`src/pkg/fp_port_pkg.sv`:
```
// Purpose: shared constants and types for the floating-point slave port
// Assumes: one 50 MHz clock, async active-high reset
// Notes: opcode word, id byte and slave status word layouts are local choices
//
// How it works
// - three-field format decodes divide, negate, absolute
// - extended format decodes scale, exponent, dot, poly
// - dot and poly target single or double accumulator
// - compare sets equal, greater; clears third flag
// - status register loaded and stored as word
// - four rounding modes held in status register
// - five exceptions; underflow, inexact maskable; illegal traps
// - trap pulses strobe, done strobe, status request
// - trap sets flag; host reads status word
// - trapped instruction delivers nothing; cause recorded
// - illegal opcode sets undefined trap flag
// - 256 idle clocks stop internal clocks
// - strobe wakes device with no added latency
// - reset aborts work and clears status register
// - host strobes each transfer; device tracks status
// - status sampled at strobe fall or T2
// - read data driven while strobe is low
// - write data captured at strobe rising edge
// - narrow bus: low word first, bytes on D0-D7
// - wide bus: double sends high half first
// - status tracking lets host retry aborted instruction
// - cause field uses three-bit exception code
`default_nettype none
package fp_port_pkg;
  localparam logic [3:0] ST_ID = 4'hF;
  localparam logic [3:0] ST_OP = 4'hD;
  localparam logic [3:0] ST_STATUS = 4'hE;
  // id byte codes: values arbitrary
  localparam logic [7:0] ID_FMT9 = 8'h01;
  localparam logic [7:0] ID_FMT11 = 8'h02;
  localparam logic [7:0] ID_FMT12 = 8'h03;
  localparam int OPW_F = 0;
  localparam int OPW_OP_LSB = 2;
  localparam int OPW_OP9_LSB = 3;
  localparam logic [3:0] OP11_ADD = 4'h0;
  localparam logic [3:0] OP11_MOV = 4'h1;
  localparam logic [3:0] OP11_CMP = 4'h2;
  localparam logic [3:0] OP11_SUB = 4'h4;
  localparam logic [3:0] OP11_NEG = 4'h5;
  localparam logic [3:0] OP11_DIV = 4'h8;
  localparam logic [3:0] OP11_MUL = 4'hC;
  localparam logic [3:0] OP11_ABS = 4'hD;
  localparam logic [3:0] OP12_POLY = 4'h2;
  localparam logic [3:0] OP12_DOT = 4'h3;
  localparam logic [3:0] OP12_SCALE_BY_POW2_OP = 4'h4;
  localparam logic [3:0] OP12_LOGB = 4'h5;
  localparam logic [2:0] OP9_LOAD_STATUS_INSTR = 3'h1;
  localparam logic [2:0] OP9_STORE_STATUS_INSTR = 3'h6;
  localparam logic [2:0] TT_NONE = 3'h0;
  localparam logic [2:0] TT_UNDERFLOW = 3'h1;
  localparam logic [2:0] TT_OVERFLOW = 3'h2;
  localparam logic [2:0] TT_DIVZERO = 3'h3;
  localparam logic [2:0] TT_ILLEGAL = 3'h4;
  localparam logic [2:0] TT_INVALID = 3'h5;
  localparam logic [2:0] TT_INEXACT = 3'h6;
  localparam int FSR_TT_LSB = 0;
  localparam int FSR_UEN = 3;
  localparam int FSR_UF = 4;
  localparam int FSR_IEN = 5;
  localparam int FSR_IF = 6;
  localparam int FSR_RM_LSB = 7;
  localparam int FSR_RMB = 16;
  localparam logic [31:0] FSR_RESET = 32'h0000_0000;
  localparam int SSW_TRAP = 0;
  localparam int SSW_UNDEF = 1;
  localparam int SSW_THIRD = 2;
  localparam int SSW_EQUAL = 6;
  localparam int SSW_GREATER = 7;
  localparam int POWER_DOWN_CLOCKS = 256;
  localparam logic [7:0] IDLE_LAST = 8'(POWER_DOWN_CLOCKS - 1);
  localparam int DONE_TRAP_HALF_CLOCKS = 5;
  localparam logic [1:0] DONE_TRAP_CLOCKS = 2'((DONE_TRAP_HALF_CLOCKS + 1) / 2);
  localparam logic [1:0] DONE_OK_CLOCKS = 2'h1;
  localparam int RESET_MIN_CLOCKS = 64;
  typedef enum logic [1:0] {
    RM_NEAREST = 2'b00, RM_ZERO = 2'b01, RM_POS_INF = 2'b10, RM_NEG_INF = 2'b11
  } round_e;
  typedef enum logic [1:0] {
    FMT9 = 2'b00, FMT11 = 2'b01, FMT12 = 2'b10, FMT_BAD = 2'b11
  } fmt_e;
  typedef enum logic [1:0] {
    DEST_GEN2 = 2'b00, DEST_ACC_SINGLE = 2'b01, DEST_ACC_DOUBLE = 2'b10, DEST_NONE = 2'b11
  } dest_e;
  typedef enum logic [2:0] {
    S_IDLE = 3'b000, S_OPWORD = 3'b001, S_DECODE = 3'b010,
    S_OPERANDS = 3'b011, S_EXEC = 3'b100, S_RESULT = 3'b101
  } seq_e;
endpackage
`default_nettype wire

```
`src/pkg/slave_cycle_if.sv`:
```
// Purpose: one host bus cycle as seen after strobe decoding
// Assumes: all signals in the clk domain
// Notes: start and finish are single-cycle pulses
`timescale 1ns/1ps
`default_nettype none
interface slave_cycle_if;
  logic start;
  logic finish;
  logic strobeLow;
  logic [3:0] status;
  logic [31:0] data;
  modport src(output start, finish, strobeLow, status, data);
  modport dst(input start, finish, strobeLow, status, data);
endinterface
`default_nettype wire

```
`src/hdl/bus_capture.sv`:
```
// Purpose: find host strobe edges, sample status, capture write data
// Assumes: strobe and status synchronous to clk
// Notes: the device's own strobe pulse must be masked by the caller
`timescale 1ns/1ps
`default_nettype none
module bus_capture
  import fp_port_pkg::*;
(
  input wire logic clk,
  input wire logic rst,
  input wire logic strobeIn,
  input wire logic [3:0] statusIn,
  input wire logic [31:0] dataIn,
  input wire logic sampleAtT2,
  input wire logic t2State,
  slave_cycle_if.src cyc
);
  logic low_q, low_d, taken_q, taken_d, sampleNow;
  logic [3:0] status_q, status_d;

  always_comb begin
    low_d = !strobeIn;
    // one host variant wants status taken in T2, not at strobe fall
    sampleNow = sampleAtT2 ? (t2State && !strobeIn && !taken_q)
                           : (!strobeIn && !low_q);
    taken_d = strobeIn ? 1'b0 : (taken_q || sampleNow);
    status_d = sampleNow ? statusIn : status_q;
    cyc.start = sampleNow;
    cyc.status = status_d;
    cyc.finish = strobeIn && low_q && taken_q;
    cyc.data = dataIn;
    cyc.strobeLow = !strobeIn;
  end

  always_ff @(posedge clk or posedge rst) begin
    if (rst) begin
      low_q <= 1'b0;
      taken_q <= 1'b0;
      status_q <= 4'h0;
    end else begin
      low_q <= low_d;
      taken_q <= taken_d;
      status_q <= status_d;
    end
  end
endmodule
`default_nettype wire

```
`src/hdl/fp_exec.sv`:
```
// Purpose: opcode decode, compare and exception detection
// Assumes: operands held stable by the caller
// Notes: no arithmetic datapath; only compare and status transfer act
`timescale 1ns/1ps
`default_nettype none
module fp_exec
  import fp_port_pkg::*;
(
  input wire fmt_e fmt,
  input wire logic [15:0] opWord,
  input wire logic [63:0] gen1,
  input wire logic [63:0] gen2,
  input wire logic [31:0] fp_status_register,
  output logic illegal,
  output logic [1:0] numOps,
  output logic isDouble,
  output logic isLoadStatus,
  output logic isStoreStatus,
  output logic isCompare,
  output dest_e dest,
  output logic [2:0] cause,
  output logic trap,
  output logic equal,
  output logic greater
);
  logic [3:0] op;
  logic [2:0] op9;
  logic isFloat;

  function automatic logic isZero(input logic [63:0] v, input logic dbl);
    return dbl ? (v[62:0] == 63'h0) : (v[30:0] == 31'h0);
  endfunction

  function automatic logic isReserved(input logic [63:0] v, input logic dbl);
    return dbl ? (&v[62:52]) : (&v[30:23]);
  endfunction

  always_comb begin
    op = opWord[OPW_OP_LSB +: 4];
    op9 = opWord[OPW_OP9_LSB +: 3];
    illegal = 1'b0;
    numOps = 2'd2;
    isDouble = !opWord[OPW_F];
    isLoadStatus = 1'b0;
    isStoreStatus = 1'b0;
    isCompare = 1'b0;
    isFloat = 1'b1;
    dest = DEST_GEN2;
    case (fmt)
      FMT9: begin
        isFloat = 1'b0;
        numOps = 2'd1;
        if (op9 == OP9_LOAD_STATUS_INSTR) begin
          isLoadStatus = 1'b1;
          isDouble = 1'b0;
          dest = DEST_NONE;
        end else if (op9 == OP9_STORE_STATUS_INSTR) begin
          isStoreStatus = 1'b1;
          numOps = 2'd0;
        end
      end
      FMT11: begin
        case (op)
          OP11_DIV, OP11_ADD, OP11_SUB, OP11_MUL: numOps = 2'd2;
          OP11_NEG, OP11_ABS, OP11_MOV: numOps = 2'd1;
          OP11_CMP: begin
            isCompare = 1'b1;
            dest = DEST_NONE;
          end
          default: illegal = 1'b1;
        endcase
      end
      FMT12: begin
        case (op)
          OP12_SCALE_BY_POW2_OP: numOps = 2'd2;
          OP12_LOGB: numOps = 2'd1;
          OP12_DOT, OP12_POLY:
            dest = opWord[OPW_F] ? DEST_ACC_SINGLE : DEST_ACC_DOUBLE;
          default: illegal = 1'b1;
        endcase
      end
      default: illegal = 1'b1;
    endcase
    if (illegal) begin
      numOps = 2'd0;
      dest = DEST_NONE;
    end
    // compare on sign and magnitude; both zeros count as equal
    equal = (gen1 == gen2) || (isZero(gen1, isDouble) && isZero(gen2, isDouble));
    if (equal) begin
      greater = 1'b0;
    end else if (gen1[isDouble ? 63 : 31] != gen2[isDouble ? 63 : 31]) begin
      greater = !gen1[isDouble ? 63 : 31];
    end else if (isDouble) begin
      greater = gen1[63] ^ (gen1[62:0] > gen2[62:0]);
    end else begin
      greater = gen1[31] ^ (gen1[30:0] > gen2[30:0]);
    end
    cause = TT_NONE;
    if (illegal) begin
      cause = TT_ILLEGAL;
    end else if (isFloat && (isReserved(gen1, isDouble)
             || (numOps == 2'd2 && isReserved(gen2, isDouble)))) begin
      cause = TT_INVALID;
    end else if (fmt == FMT11 && op == OP11_DIV && isZero(gen1, isDouble)) begin
      cause = isZero(gen2, isDouble) ? TT_INVALID : TT_DIVZERO;
    end
    // underflow and inexact only trap when their enable bit is set
    trap = (cause != TT_NONE)
        && !(cause == TT_UNDERFLOW && !fp_status_register[FSR_UEN])
        && !(cause == TT_INEXACT && !fp_status_register[FSR_IEN]);
  end
endmodule
`default_nettype wire

```
`src/hdl/fp_slave_coprocessor_port.sv`:
```
// Purpose: slave bus port of the floating-point coprocessor
// Assumes: host pins synchronous to clk; strobe released high between cycles
// Notes: pin enables are active low; read data follows the strobe by one clock
`timescale 1ns/1ps
`default_nettype none
module fp_slave_coprocessor_port
  import fp_port_pkg::*;
(
  input wire logic clk,
  input wire logic rst,
  input wire logic slaveStrobeIn,
  output logic slaveStrobeOut,
  output logic slaveStrobeDriveN,
  input wire logic [3:0] busStatusCode,
  input wire logic [31:0] dataIn,
  output logic [31:0] dataOut,
  output logic dataDriveN,
  output logic doneStrobeB,
  output logic statusReadRequest,
  input wire logic wideProtocol,
  input wire logic sampleAtT2,
  input wire logic t2State,
  output logic clocksStopped,
  output logic [1:0] roundMode,
  output logic [1:0] resultDest
);

  // ----------------------------------------------------------------
  // declarations
  // ----------------------------------------------------------------
  slave_cycle_if cyc();

  seq_e state_q, state_d;
  fmt_e fmt_q, fmt_d;
  logic [15:0] opWord_q, opWord_d;
  logic [63:0] gen1_q, gen1_d;
  logic [63:0] gen2_q, gen2_d;
  logic opIdx_q, opIdx_d;
  logic [1:0] wordIdx_q, wordIdx_d;
  logic resIdx_q, resIdx_d;
  logic [31:0] fsr_q, fsr_d;
  logic [7:0] ssw_q, ssw_d;
  logic [1:0] dest_q, dest_d;

  logic strobeOut_q, strobeOut_d;
  logic strobeDriveN_q, strobeDriveN_d;
  logic [31:0] dataOut_q, dataOut_d;
  logic dataDriveN_q, dataDriveN_d;
  logic [1:0] doneCnt_q, doneCnt_d;
  logic doneB_q, doneB_d;
  logic status_read_request_q, status_read_request_d;
  logic [7:0] idle_q, idle_d;
  logic stopped_q, stopped_d;

  logic illegal, isDouble, isLoadStatus, isStoreStatus, isCompare;
  logic trap, equal, greater, inExec, lastWord;
  logic [1:0] numOps;
  logic [2:0] cause;
  dest_e dest;
  logic hostStrobe;

  // ----------------------------------------------------------------
  // helpers
  // ----------------------------------------------------------------
  function automatic fmt_e idFormat(input logic [7:0] id);
    case (id)
      ID_FMT9: return FMT9;
      ID_FMT11: return FMT11;
      ID_FMT12: return FMT12;
      default: return FMT_BAD;
    endcase
  endfunction

  function automatic logic [1:0] wordsLast(input logic wide, input logic dbl);
    if (wide) begin
      return dbl ? 2'd1 : 2'd0;
    end
    return dbl ? 2'd3 : 2'd1;
  endfunction

  // wide doubles arrive high half first; narrow words arrive low first
  function automatic logic [63:0] placeWord(
    input logic [63:0] acc,
    input logic [1:0] idx,
    input logic [31:0] w,
    input logic wide,
    input logic dbl
  );
    logic [63:0] r;
    r = acc;
    if (wide) begin
      if (dbl && idx == 2'd0) begin
        r[63:32] = w;
      end else begin
        r[31:0] = w;
      end
    end else begin
      r[{idx, 4'h0} +: 16] = w[15:0];
    end
    return r;
  endfunction

  // ----------------------------------------------------------------
  // bus cycle decoding and execution units
  // ----------------------------------------------------------------
  // the device's own strobe pulse must not look like a host cycle
  assign hostStrobe = slaveStrobeIn || !strobeDriveN_q;

  bus_capture u_capture (
    .clk(clk),
    .rst(rst),
    .strobeIn(hostStrobe),
    .statusIn(busStatusCode),
    .dataIn(dataIn),
    .sampleAtT2(sampleAtT2),
    .t2State(t2State),
    .cyc(cyc.src)
  );

  fp_exec u_exec (
    .fmt(fmt_q),
    .opWord(opWord_q),
    .gen1(gen1_q),
    .gen2(gen2_q),
    .fp_status_register(fsr_q),
    .illegal(illegal),
    .numOps(numOps),
    .isDouble(isDouble),
    .isLoadStatus(isLoadStatus),
    .isStoreStatus(isStoreStatus),
    .isCompare(isCompare),
    .dest(dest),
    .cause(cause),
    .trap(trap),
    .equal(equal),
    .greater(greater)
  );

  assign inExec = (state_q == S_EXEC);
  assign lastWord = (wordIdx_q == wordsLast(wideProtocol, isDouble));

  // ----------------------------------------------------------------
  // instruction sequence
  // ----------------------------------------------------------------
  always_comb begin
    state_d = state_q;
    fmt_d = fmt_q;
    opWord_d = opWord_q;
    gen1_d = gen1_q;
    gen2_d = gen2_q;
    opIdx_d = opIdx_q;
    wordIdx_d = wordIdx_q;
    resIdx_d = resIdx_q;
    fsr_d = fsr_q;
    ssw_d = ssw_q;
    dest_d = dest_q;
    case (state_q)
      S_IDLE: begin
        state_d = S_IDLE;
      end
      S_OPWORD: begin
        if (cyc.finish && cyc.status == ST_OP) begin
          opWord_d = {cyc.data[7:0], cyc.data[15:8]};
          state_d = S_DECODE;
        end
      end
      S_DECODE: begin
        opIdx_d = 1'b0;
        wordIdx_d = 2'd0;
        gen1_d = 64'h0;
        gen2_d = 64'h0;
        state_d = (numOps == 2'd0) ? S_EXEC : S_OPERANDS;
      end
      S_OPERANDS: begin
        if (cyc.finish && cyc.status == ST_OP) begin
          if (!opIdx_q) begin
            gen1_d = placeWord(gen1_q, wordIdx_q, cyc.data, wideProtocol, isDouble);
          end else begin
            gen2_d = placeWord(gen2_q, wordIdx_q, cyc.data, wideProtocol, isDouble);
          end
          wordIdx_d = wordIdx_q + 2'd1;
          if (lastWord) begin
            wordIdx_d = 2'd0;
            opIdx_d = 1'b1;
            if (opIdx_q || numOps == 2'd1) begin
              state_d = S_EXEC;
            end
          end
        end
      end
      S_EXEC: begin
        // underflow and inexact are always reported, trapped or not
        if (cause == TT_UNDERFLOW) begin
          fsr_d[FSR_UF] = 1'b1;
        end
        if (cause == TT_INEXACT) begin
          fsr_d[FSR_IF] = 1'b1;
        end
        if (trap) begin
          ssw_d[SSW_TRAP] = 1'b1;
          ssw_d[SSW_UNDEF] = illegal;
          fsr_d[FSR_TT_LSB +: 3] = cause;
          dest_d = DEST_NONE;
          state_d = S_IDLE;
        end else begin
          dest_d = dest;
          if (isLoadStatus) begin
            fsr_d = gen1_q[31:0];
          end else if (!isStoreStatus) begin
            fsr_d[FSR_TT_LSB +: 3] = cause;
          end
          if (dest == DEST_ACC_SINGLE || dest == DEST_ACC_DOUBLE) begin
            fsr_d[FSR_RMB] = 1'b1;
          end
          if (isCompare) begin
            ssw_d[SSW_EQUAL] = equal;
            ssw_d[SSW_GREATER] = greater;
            ssw_d[SSW_THIRD] = 1'b0;
          end
          state_d = isStoreStatus ? S_RESULT : S_IDLE;
        end
      end
      S_RESULT: begin
        if (cyc.finish && cyc.status == ST_OP) begin
          resIdx_d = 1'b1;
          if (wideProtocol || resIdx_q) begin
            state_d = S_IDLE;
          end
        end
      end
      default: state_d = S_IDLE;
    endcase
    // an id broadcast always restarts, so an aborted instruction can be retried
    if (cyc.finish && cyc.status == ST_ID) begin
      ssw_d = 8'h00;
      resIdx_d = 1'b0;
      if (wideProtocol) begin
        fmt_d = idFormat(cyc.data[31:24]);
        opWord_d = {cyc.data[15:8], cyc.data[23:16]};
        state_d = S_DECODE;
      end else begin
        fmt_d = idFormat(cyc.data[7:0]);
        state_d = S_OPWORD;
      end
    end
  end

  always_ff @(posedge clk or posedge rst) begin
    if (rst) begin
      state_q <= S_IDLE;
      fmt_q <= FMT_BAD;
      opWord_q <= 16'h0000;
      gen1_q <= 64'h0;
      gen2_q <= 64'h0;
      opIdx_q <= 1'b0;
      wordIdx_q <= 2'd0;
      resIdx_q <= 1'b0;
      fsr_q <= FSR_RESET;
      ssw_q <= 8'h00;
      dest_q <= DEST_NONE;
    end else begin
      state_q <= state_d;
      fmt_q <= fmt_d;
      opWord_q <= opWord_d;
      gen1_q <= gen1_d;
      gen2_q <= gen2_d;
      opIdx_q <= opIdx_d;
      wordIdx_q <= wordIdx_d;
      resIdx_q <= resIdx_d;
      fsr_q <= fsr_d;
      ssw_q <= ssw_d;
      dest_q <= dest_d;
    end
  end

  // ----------------------------------------------------------------
  // pins: completion pulses, read data, power down
  // ----------------------------------------------------------------
  always_comb begin
    // narrow hosts hear completion on the strobe, traps use it on both
    strobeDriveN_d = !(inExec && (trap || !wideProtocol));
    strobeOut_d = strobeDriveN_d;
    if (inExec) begin
      if (trap) begin
        doneCnt_d = DONE_TRAP_CLOCKS;
      end else begin
        doneCnt_d = wideProtocol ? DONE_OK_CLOCKS : 2'd0;
      end
    end else begin
      doneCnt_d = (doneCnt_q != 2'd0) ? doneCnt_q - 2'd1 : 2'd0;
    end
    doneB_d = (doneCnt_d == 2'd0);
    status_read_request_d = inExec && (trap || (wideProtocol && isCompare));
    dataOut_d = dataOut_q;
    dataDriveN_d = dataDriveN_q;
    if (cyc.start && cyc.status == ST_STATUS) begin
      dataOut_d = {24'h000000, ssw_q};
      dataDriveN_d = 1'b0;
    end else if (cyc.start && cyc.status == ST_OP && state_q == S_RESULT) begin
      if (wideProtocol) begin
        dataOut_d = fsr_q;
      end else begin
        dataOut_d = {16'h0000, resIdx_q ? fsr_q[31:16] : fsr_q[15:0]};
      end
      dataDriveN_d = 1'b0;
    end
    if (!cyc.strobeLow) begin
      dataDriveN_d = 1'b1;
    end
    // the sequence never waits on this, so waking costs nothing
    if (cyc.start) begin
      idle_d = 8'h00;
      stopped_d = 1'b0;
    end else begin
      idle_d = (idle_q == IDLE_LAST) ? idle_q : idle_q + 8'h01;
      stopped_d = stopped_q || (idle_q == IDLE_LAST);
    end
  end

  always_ff @(posedge clk or posedge rst) begin
    if (rst) begin
      strobeOut_q <= 1'b1;
      strobeDriveN_q <= 1'b1;
      dataOut_q <= 32'h0000_0000;
      dataDriveN_q <= 1'b1;
      doneCnt_q <= 2'd0;
      doneB_q <= 1'b1;
      status_read_request_q <= 1'b0;
      idle_q <= 8'h00;
      stopped_q <= 1'b0;
    end else begin
      strobeOut_q <= strobeOut_d;
      strobeDriveN_q <= strobeDriveN_d;
      dataOut_q <= dataOut_d;
      dataDriveN_q <= dataDriveN_d;
      doneCnt_q <= doneCnt_d;
      doneB_q <= doneB_d;
      status_read_request_q <= status_read_request_d;
      idle_q <= idle_d;
      stopped_q <= stopped_d;
    end
  end

  // ----------------------------------------------------------------
  // outputs
  // ----------------------------------------------------------------
  assign slaveStrobeOut = strobeOut_q;
  assign slaveStrobeDriveN = strobeDriveN_q;
  assign dataOut = dataOut_q;
  assign dataDriveN = dataDriveN_q;
  assign doneStrobeB = doneB_q;
  assign statusReadRequest = status_read_request_q;
  assign clocksStopped = stopped_q;
  assign roundMode = fsr_q[FSR_RM_LSB +: 2];
  assign resultDest = dest_q;

endmodule
`default_nettype wire

```
`config.mk`:
```
export PLATFORM = sky130hd
export DESIGN_NAME = fp_slave_coprocessor_port
export DESIGN_NICKNAME = d
export VERILOG_FILES = /design/src/pkg/fp_port_pkg.sv /design/src/pkg/slave_cycle_if.sv /design/src/hdl/bus_capture.sv /design/src/hdl/fp_exec.sv /design/src/hdl/fp_slave_coprocessor_port.sv
export SDC_FILE = /design/constraint.sdc
export NUM_CORES = 1
export LEC_CHECK = 0
export BUFFER_PORTS_ARGS = -buffer_cell sky130_fd_sc_hd__buf_2
export CAP_MARGIN = 20
export CORE_ASPECT_RATIO = 1.1
export CORE_UTILIZATION = 38
export DETAILED_ROUTE_END_ITERATION = 10
export PLACE_DENSITY_LB_ADDON = 0.05
export SLEW_MARGIN = 10
export SYNTH_ARGS = -nofsm -noshare
export SYNTH_HDL_FRONTEND = slang
export SYNTH_HIERARCHICAL = 1
export SYNTH_SLANG_ARGS = --single-unit
```
`constraint.sdc`:
```
create_clock -name clk -period 6.9 [get_ports clk]
set_clock_uncertainty 0.15 [all_clocks]
set_input_delay 0.69 -clock clk [delete_from_list [all_inputs] [get_ports clk]]
set_output_delay 0.69 -clock clk [all_outputs]
set_load 0.05 [all_outputs]
```
==> results of run 1 <==
## power by group through the flow
stage | registers [mW] | clock network (mW) | logic, mW
2_1_floorplan | 1.87 | 0 | 1.46
3_3_place_gp | 1.97 | 0 | 1.95
3_5_place_dp | 1.97 | 0 | 1.97
4_1_cts | 1.94 | 1.43 | 1.98
5_1_grt | 1.99 | 1.48 | 2.20
6_report | 1.94 | 1.39 | 1.98
## what timing repair did
action                                 CTS  global route
setup endpoints to repair                0             0
buffers inserted                         0             0
hold buffers                             1             0
endpoints found under the hold margin    6             0
## critical path, delay by kind of cell, from the launching register on
family                 cells  cell delay (ps)
AOI/OAI and AO/OA          3             1080
buffers and inverters      1              270
DFF                        1              630
muxes                      2              650
and+or+nand+nor            4              940
## final cells by class
type / count / area share
Inverter: 84 / 0.0229
Sequential cell: 233 / 0.418
Clock buffer: 39 / 0.0552
Timing Repair Buffer: 95 / 0.0387
Multi-Input combinational cell: 813 / 0.420
Clock inverter: 11 / 0.00663
Tap cell: 426 / 0.0382
## per-stage QoR
stage | hold slack, ps | util | power (mW) | setup slack (ps)
floorplan | 294 | - | 3.33 | 3100
global placement | 294 | 0.402 | 3.92 | 3050
detailed placement | 296 | 0.403 | 3.94 | 3030
CTS | 205 | 0.430 | 5.36 | 3030
global route | 233 | 0.430 | 5.67 | 2790
finish | 230 | 0.430 | 5.32 | 3060
## flip-flops by register name, summed over array words and instances (netlist names)
register	flops
doneStrobeB	1
statusReadRequest	1
u_capture/low_q	1
opWord_q	5
dataDriveN	1
opIdx_q	1
fsr_q	32
doneCnt_q	2
clocksStopped	1
ssw_q	4
slaveStrobeDriveN	1
gen2_q	64
wordIdx_q	2
resIdx_q	1
u_capture/status_q	4
gen1_q	64
u_capture/taken_q	1
resultDest	2
dataOut	32
idle_q	8
state_q	3
fmt_q	2
## cells in the final DEF, fill, tap and decap left out, types with 47 or more instances in the layout
cell	count
nor2_1	58
ha_1	69
mux2_2	66
nand2_1	125
a21oi_1	82
a22o_1	112
inv_1	81
o21ai_0	47
buf_2	83
dfrtp_1	226
## metal layers
layer	wire length (microns)	vias to the layer above
met3	1560	58
met2	17700	217
met4	1190	0
li1	-	4485
met1	16700	4616
met5	0	-
## worst min path at each step
stage	start	cells past startpoint	endpoint	slack, ps
global route	dataIn[16]	3	opWord_q[0]$_DFF_PP0_	230
CTS	dataIn[16]	3	opWord_q[0]$_DFF_PP0_	210
finish	dataIn[16]	3	opWord_q[0]$_DFF_PP0_	230
floorplan	fsr_q[0]$_DFFE_PP0P_	2	fsr_q[0]$_DFFE_PP0P_	290
detailed placement	resultDest[1]$_DFFE_PP1P_	2	resultDest[1]$_DFFE_PP1P_	300
global placement	resultDest[0]$_DFFE_PP1P_	2	resultDest[0]$_DFFE_PP1P_	290
==> impl_metrics.env, run 1 <==
export IMPL_grt_pass1_wl_microns=57200
export IMPL_drc=0
export IMPL_power_density_mw_per_mm2=381
export IMPL_seq_power_share=0.366
export IMPL_drt_iter0_drc=529
export IMPL_switchingPower_mw=2.10
export IMPL_required_ps=7170
export IMPL_wire_per_inst_microns=21.8
export IMPL_num_rows=69
export IMPL_seq_area_sq_mm=0.00584
export IMPL_rsz0062_at_grt="false"
export IMPL_pwr_share_clk=0.261
export IMPL_clk_pin_slew_worst_paths_ps=60
export IMPL_intPower_mw=3.21
export IMPL_ir_drop_uv=237
export IMPL_place_area_sq_mm=0.0131
export IMPL_ant_nets=0
export IMPL_synthCells=1231
export IMPL_clk_latency_ps=550
export IMPL_clk_path_buf_depth=3
export IMPL_dpl_hpwl_microns=27500
export IMPL_setup_viol=0
export IMPL_cts_root_buf="clkbuf_16"
export IMPL_grt_busiest_layer="met2"
export IMPL_syn_num_nets=1342
export IMPL_final_setup_tns_ps=0
export IMPL_dieHeight_microns=193
export IMPL_drv_slew=0
export IMPL_first_pass_iters=5
export IMPL_r2r_cells=10
export IMPL_final_layout_size_suffix_gt1_frac=0.191
export IMPL_grt_pass1_vias=9453
export IMPL_crit_end="fsr_q[18]$_DFFE_PP0P_"
export IMPL_use_met2=0.374
export IMPL_crit_fanout=28
export IMPL_fin_crit_ps=3840
export IMPL_dp_cells=1649
export IMPL_htreeDepth=1
export IMPL_endpoint_kind="flop"
export IMPL_leakagePower_nw=6.63
export IMPL_die_x_microns=176
export IMPL_port_buffers=83
export IMPL_place_congestion=0.834
export IMPL_gr_usage_met1=0.294
export IMPL_cts_sinks=233
export IMPL_fin_crit_sh=0.557
export IMPL_die_area_sq_mm=0.0339
export IMPL_slowest_stage="a31oi_2"
export IMPL_syn_area_sq_mm=0.0126
export IMPL_core_sq_mm=0.0325
export IMPL_maxSlewHeadroom=0.316
export IMPL_via_per_inst=5.51
export IMPL_rr_startpoint="fmt_q[0]$_DFFE_PP1P_"
export IMPL_grt_ovfl_total=0
export IMPL_wl_microns=37100
export IMPL_cts_repair_resized=0
export IMPL_cts_buffers=27
export IMPL_ios=84
export IMPL_yosys_warnings=6
export IMPL_syn_to_final_growth_pct=10.7
export IMPL_switching_share=0.396
export IMPL_max_freq_mhz=260
export IMPL_startpoint="fmt_q[0]$_DFFE_PP1P_"
export IMPL_finalNonFillerCells=1701
export IMPL_finalNetCount=1365
export IMPL_tritoncts="built"
export IMPL_r2r_setup_slack_ps=3060
export IMPL_fin_area_sq_mm=0.0140
export IMPL_num_antenna_cells=0
export IMPL_crit_path_start_kind="flop"
export IMPL_worstPathCellList="nor2_1 > a31oi_2 > mux2i_1 > o41ai_2 > a21oi_1 > nand2_1 > nor2b_1 > nand2_1 > buf_4 > mux2_2"
export IMPL_hold_viol=0
export IMPL_syn_area_per_cell_sq_um=10.2
export IMPL_antenna_found_initial=0
export IMPL_combPwrFrac=0.373
export IMPL_slowest_delay_ps=650
export IMPL_vias=9376
export IMPL_groute_usage_overall=0.222
export IMPL_multi_input_area_sq_mm=0.00586
export IMPL_drv_cap=0
export IMPL_fill_cells=3218
export IMPL_status="completed"
export IMPL_crit_top_cell="nand2_1"
export IMPL_critPathKind="reg -> reg"
export IMPL_crit_arrival_ps=4110
export IMPL_grt_met3_usage=0.0273
export IMPL_worst_pin_slew_ps=1030
export IMPL_crit_reg2reg_capture="fsr_q[18]$_DFFE_PP0P_"
export IMPL_grt_max_degree=172
export IMPL_start_util=0.389
export IMPL_hold_class="in -> reg"
Power figures use the tool's default switching activity.
==> run 2: changes to the inputs <==
==> constraint.sdc (replaced) <==
create_clock -name clk -period 3.3 [get_ports clk]
set_clock_uncertainty 0.15 [all_clocks]
set_input_delay 0.33 -clock clk [delete_from_list [all_inputs] [get_ports clk]]
set_output_delay 0.33 -clock clk [all_outputs]
set_load 0.05 [all_outputs]
==> impl_metrics.env, run 2 (synthesis gave the netlist of run 1 again) <==
export IMPL_power_density_mw_per_mm2=818
export IMPL_first_pass_iters=5
export IMPL_finalNetCount=1426
export IMPL_crit_path_start_kind="flop"
export IMPL_die_area_sq_mm=0.0339
export IMPL_path_buf_inv=0
export IMPL_port_buffers=83
export IMPL_r2r_cells=9
export IMPL_clk_latency_ps=550
export IMPL_leakagePower_nw=7.03
export IMPL_worst_pin_slew_ps=757
export IMPL_crit_arrival_ps=3450
export IMPL_grt_max_degree=71
export IMPL_num_rows=69
export IMPL_dieHeight_microns=193
export IMPL_setup_viol=0
export IMPL_place_congestion=0.835
export IMPL_cts_root_buf="clkbuf_16"
export IMPL_layout_commonest_cell="dfrtp_1"
export IMPL_fin_crit_sh=0.944
export IMPL_min_path_cells=3
export IMPL_slowest_delay_ps=630
export IMPL_wire_per_inst_microns=21.6
export IMPL_clk_pin_slew_worst_paths_ps=60
export IMPL_groute_usage_overall=0.229
export IMPL_drc=0
export IMPL_wl_microns=38200
export IMPL_vias=9625
export IMPL_fill_cells=3170
export IMPL_worstPathCellList="nand2b_1 > nor3_2 > a41oi_4 > mux2_1 > and4_1 > nand2_4 > or4_4 > nor2_8 > a22o_1"
export IMPL_cp_top_family="simple AND/OR/NAND/NOR gates"
export IMPL_ant_nets=0
export IMPL_grt_ovfl_total=0
export IMPL_grt_pass1_vias=9560
export IMPL_drv_cap=0
export IMPL_clk_path_buf_depth=3
export IMPL_crit_fanout=16
export IMPL_cts_setup_buffers=0
export IMPL_layout_common_cells="dfrtp_1, nand2_1, a22o_1"
export IMPL_via_per_inst=5.46
export IMPL_start_util=0.389
export IMPL_required_ps=3640
export IMPL_worstHoldStart="slaveStrobeIn"
export IMPL_setup_ws_ps=184
export IMPL_min_to="u_capture/taken_q$_DFF_PP0_"
export IMPL_drt_iter0_drc=560
export IMPL_die_x_microns=176
export IMPL_ir_drop_uv=462
export IMPL_ios=84
export IMPL_num_antenna_cells=0
export IMPL_syn_to_final_growth_pct=16.6
export IMPL_dpl_hpwl_microns=28600
export IMPL_core_sq_mm=0.0325
export IMPL_max_freq_mhz=321
export IMPL_multi_input_area_sq_mm=0.00592
export IMPL_fin_crit_ps=3120
export IMPL_dp_cells=1695
export IMPL_hold_viol=0
export IMPL_seq_area_sq_mm=0.00584
export IMPL_hold_class="in -> reg"
export IMPL_final_layout_size_suffix_gt1_frac=0.226
export IMPL_reg_top3="gen1_q: 64 flops, gen2_q: 64 flops"
export IMPL_whs_ps=12.5
export IMPL_r2r_setup_slack_ps=180
export IMPL_critPathKind="reg -> reg"
export IMPL_htreeDepth=1
export IMPL_finalNonFillerCells=1763
export IMPL_drv_slew=0
export IMPL_grt_pass1_wl_microns=59000
export IMPL_tritoncts="built"
export IMPL_cts_buffers=28
export IMPL_rr_startpoint="slaveStrobeDriveN$_DFF_PP1_"
export IMPL_antenna_found_initial=0
export IMPL_slowest_stage="or4_4"
export IMPL_endpoint_kind="flop"
export IMPL_maxSlewHeadroom=0.494
export IMPL_rsz0062_at_grt="false"
export IMPL_crit_reg2reg_capture="gen1_q[15]$_DFFE_PP0P_"
export IMPL_cts_sinks=233
export IMPL_status="completed"
export IMPL_pre_cts_ws_ps=94.8
==> run 2: cell count changes in the layout (fill, tap and decap cells not counted), moves of 2 or more <==
cell	change
buf_4	+42
nor4_2	+5
dlygate4sd3_1	+14
clkinvlp_4	-2
clkbuf_1	-2
bufinv_16	+5
buf_12	+5
nor4_1	-5
==> run 2: per-layer routing <==
metal  up-vias  share of wire  GRT usage
met2       177           0.47      0.375
met1      4773           0.47      0.315
met5         -              0          0
met3        55          0.034     0.0267
met4         0          0.029     0.0722
li1       4620              -          -
==> run 2: power breakdown <==
group | switching (mW) | internal [mW]
clock | 1.27 | 2.14
sequential | 0.628 | 3.39
combinational | 2.68 | 1.92
total | 4.58 | 7.45
==> run 2: per-stage QoR <==
stage | util | total power, mW | setup TNS [ps] | area (sq um)
finish | 0.453 | 12.0 | 0 | 14700
global route | 0.453 | 12.8 | 0 | 14700
CTS | 0.451 | 12.0 | 0 | 14600
detailed placement | 0.415 | 8.49 | 0 | 13500
global placement | 0.415 | 8.46 | 0 | 13500
floorplan | - | 6.97 | -30860 | 12600
==> run 2: worst max path at each step <==
stage / from / end / slack, ps / cells past startpoint
global route: fmt_q[1]$_DFFE_PP1P_ / fsr_q[12]$_DFFE_PP0P_ / 4 / 10
detailed placement: gen1_q[38]$_DFFE_PP0P_ / fsr_q[7]$_DFFE_PP0P_ / 90 / 10
CTS: gen1_q[38]$_DFFE_PP0P_ / fsr_q[23]$_DFFE_PP0P_ / 70 / 10
global placement: gen1_q[34]$_DFFE_PP0P_ / fsr_q[8]$_DFFE_PP0P_ / 90 / 10
finish: slaveStrobeDriveN$_DFF_PP1_ / gen1_q[15]$_DFFE_PP0P_ / 180 / 9
floorplan: rst / clocksStopped$_DFF_PP0_ / -140 / 1
==> run 2: worst min-delay path, delay by kind of cell <==
| kind | cells | cell delay (ps) |
|---|---|---|
| compound gates | 1 | 90 |
| simple gates | 1 | 180 |
| buf+inv | 1 | 70 |
==> run 2: repair_timing <==
action / CTS / global route
endpoints found under the hold margin: 58 / 0
gates resized for setup: 0 / 10
endpoints found under the setup margin: 0 / 33
hold buffers: 15 / 0
==> run 2: area by class of cell <==
class                           count  share of cell area
Inverter                           84              0.0217
Clock buffer                       38              0.0536
Multi-Input combinational cell    813               0.403
Sequential cell                   233               0.397
Clock inverter                     14              0.0162
Tap cell                          426              0.0362
Timing Repair Buffer              155              0.0726
==> run 3: changes to the inputs <==
--- a/config.mk
+++ b/config.mk
@@ -8,7 +8,7 @@
 export BUFFER_PORTS_ARGS = -buffer_cell sky130_fd_sc_hd__buf_2
 export CAP_MARGIN = 20
 export CORE_ASPECT_RATIO = 1.1
-export CORE_UTILIZATION = 38
+export CORE_UTILIZATION = 30
 export DETAILED_ROUTE_END_ITERATION = 10
 export PLACE_DENSITY_LB_ADDON = 0.05
 export SLEW_MARGIN = 10
==> impl_metrics.env, run 3 (synthesis gave the netlist of run 1 again) <==
export IMPL_port_buffers=83
export IMPL_final_setup_tns_ps=0
export IMPL_die_x_microns=197
export IMPL_critPathKind="reg -> reg"
export IMPL_switching_share=0.397
export IMPL_cts_setup_buffers=0
export IMPL_dpl_hpwl_microns=31800
export IMPL_seq_power_share=0.332
export IMPL_grt_ovfl_total=0
export IMPL_max_freq_mhz=315
export IMPL_cts_buffers=29
export IMPL_final_layout_size_suffix_gt1_frac=0.237
export IMPL_crit_path_start_kind="flop"
export IMPL_tritoncts="built"
export IMPL_drv_cap=0
export IMPL_maxSlewHeadroom=0.549
export IMPL_crit_fanout=16
export IMPL_htreeDepth=1
export IMPL_reg_top3="gen1_q: 64 flops, gen2_q: 64 flops"
export IMPL_endpoint_kind="flop"
export IMPL_num_rows=78
export IMPL_cts_root_buf="clkbuf_16"
export IMPL_slowest_delay_ps=630
export IMPL_pwr_share_clk=0.258
export IMPL_via_per_inst=5.07
export IMPL_leakagePower_nw=7.10
export IMPL_power_density_mw_per_mm2=804
export IMPL_dp_cells=1855
export IMPL_start_util=0.305
export IMPL_r2r_setup_slack_ps=130
export IMPL_syn_to_final_growth_pct=18.5
export IMPL_pre_cts_ws_ps=-136
export IMPL_hold_class="in -> reg"
export IMPL_gr_usage_met1=0.273
export IMPL_drc=0
export IMPL_fin_crit_ps=3170
export IMPL_intPower_mw=7.24
export IMPL_crit_arrival_ps=3530
export IMPL_rsz0062_at_grt="false"
export IMPL_use_met2=0.338
export IMPL_clk_pin_slew_worst_paths_ps=60
export IMPL_place_congestion=0.832
export IMPL_wl_microns=42300
export IMPL_core_sq_mm=0.0414
export IMPL_die_area_sq_mm=0.0429
export IMPL_worstPathCellList="nand2b_1 > nor3_2 > a41oi_4 > mux2_1 > and4_1 > nand2_4 > or4_4 > nor2_8 > a22o_1"
export IMPL_cts_sinks=233
export IMPL_layout_common_cells="dfrtp_1, nand2_1, a22o_1"
export IMPL_num_antenna_cells=0
export IMPL_slowest_stage="or4_4"
export IMPL_dieHeight_microns=217
export IMPL_ios=84
export IMPL_clk_path_buf_depth=3
export IMPL_antenna_found_initial=0
export IMPL_first_pass_iters=5
export IMPL_layout_commonest_cell="dfrtp_1"
export IMPL_vias=9731
export IMPL_finalNetCount=1451
export IMPL_worst_pin_slew_ps=677
export IMPL_drt_iter0_drc=496
export IMPL_grt_busiest_layer="met2"
export IMPL_finalNonFillerCells=1919
export IMPL_grt_max_degree=81
export IMPL_clk_latency_ps=570
export IMPL_ant_nets=0
export IMPL_setup_viol=0
export IMPL_grt_pass1_vias=9841
export IMPL_ir_drop_uv=319
export IMPL_grt_pass1_wl_microns=64300
export IMPL_combPwrFrac=0.409
export IMPL_groute_usage_overall=0.201
export IMPL_wire_per_inst_microns=22.1
export IMPL_grt_met3_usage=0.0246
export IMPL_fin_area_sq_mm=0.0149
export IMPL_drv_slew=0
export IMPL_setup_ws_ps=130
export IMPL_fin_crit_sh=0.961
export IMPL_place_area_sq_mm=0.0138
export IMPL_status="completed"
export IMPL_required_ps=3650
export IMPL_switchingPower_mw=4.77
export IMPL_hold_viol=0
run 3: changes by cell type in the layout (fill, tap and decap cells not counted), moves of 2 or more:
cell,before,now
buf_4,51,77
bufinv_16,6,1
clkbuf_1,5,7
clkbuf_8,5,7
run 3: through the flow:
step                      utilization  hold WS (ps)  power (mW)
after global routing            0.361          3.49        12.8
after detailed placement        0.334           144        8.79
after global placement          0.334           153        8.78
after floorplan                     -         -29.0        6.97
final                           0.361          19.1        12.0
after CTS                       0.359          1.74        12.0
run 3: power groups by stage:
stage,clock [mW],combinational [mW],sequential [mW]
global route,3.33,5.36,4.07
CTS,3.22,4.82,3.98
detailed placement,0,4.78,4.02
floorplan,0,3.05,3.92
finish,3.10,4.91,3.99
global placement,0,4.76,4.02
run 3: metal layers:
metal | up-vias | share of wire | wire length, microns
met5 | - | 0 | 0
met4 | 0 | 0.017 | 727
met3 | 35 | 0.035 | 1490
met2 | 167 | 0.48 | 20400
met1 | 4883 | 0.47 | 19700
li1 | 4646 | - | -
run 3: final timing paths:
check,start,to,depth (start not counted)
min in group asynchronous,rst,u_capture/low_q$_DFF_PP0_,3
hold / removal,dataIn[4],gen1_q[36]$_DFFE_PP0P_,2
setup reg to reg,slaveStrobeDriveN$_DFF_PP1_,gen1_q[9]$_DFFE_PP0P_,9
setup / recovery,slaveStrobeDriveN$_DFF_PP1_,gen1_q[9]$_DFFE_PP0P_,9
hold reg to reg,resultDest[1]$_DFFE_PP1P_,resultDest[1]$_DFFE_PP1P_,2
max in group asynchronous,rst,gen2_q[42]$_DFFE_PP0P_,4
run 3: cell type report:
cell class | instances | area, sq um
clock buffer | 43 | 848
tap | 560 | 701
fill | 4274 | 26400
clock inverter | 7 | 66.3
inverter | 84 | 319
timing repair buffer | 179 | 1230
multi-input combinational | 813 | 5930
sequential | 233 | 5840
run 3: repair_timing:
item,4_1_cts,5_1_grt
hold buffers,14,0
resized for setup,1,10
endpoints found under the hold margin,46,0
setup endpoints to repair,33,34
pin swaps,0,1
cloned,0,0
run 3: critical path, delay by kind of cell (launching register included):
| kind | cells | cell delay (ps) |
|---|---|---|
| compound gates | 2 | 270 |
| flops | 1 | 540 |
| simple gates | 6 | 1840 |
| mux | 1 | 310 |
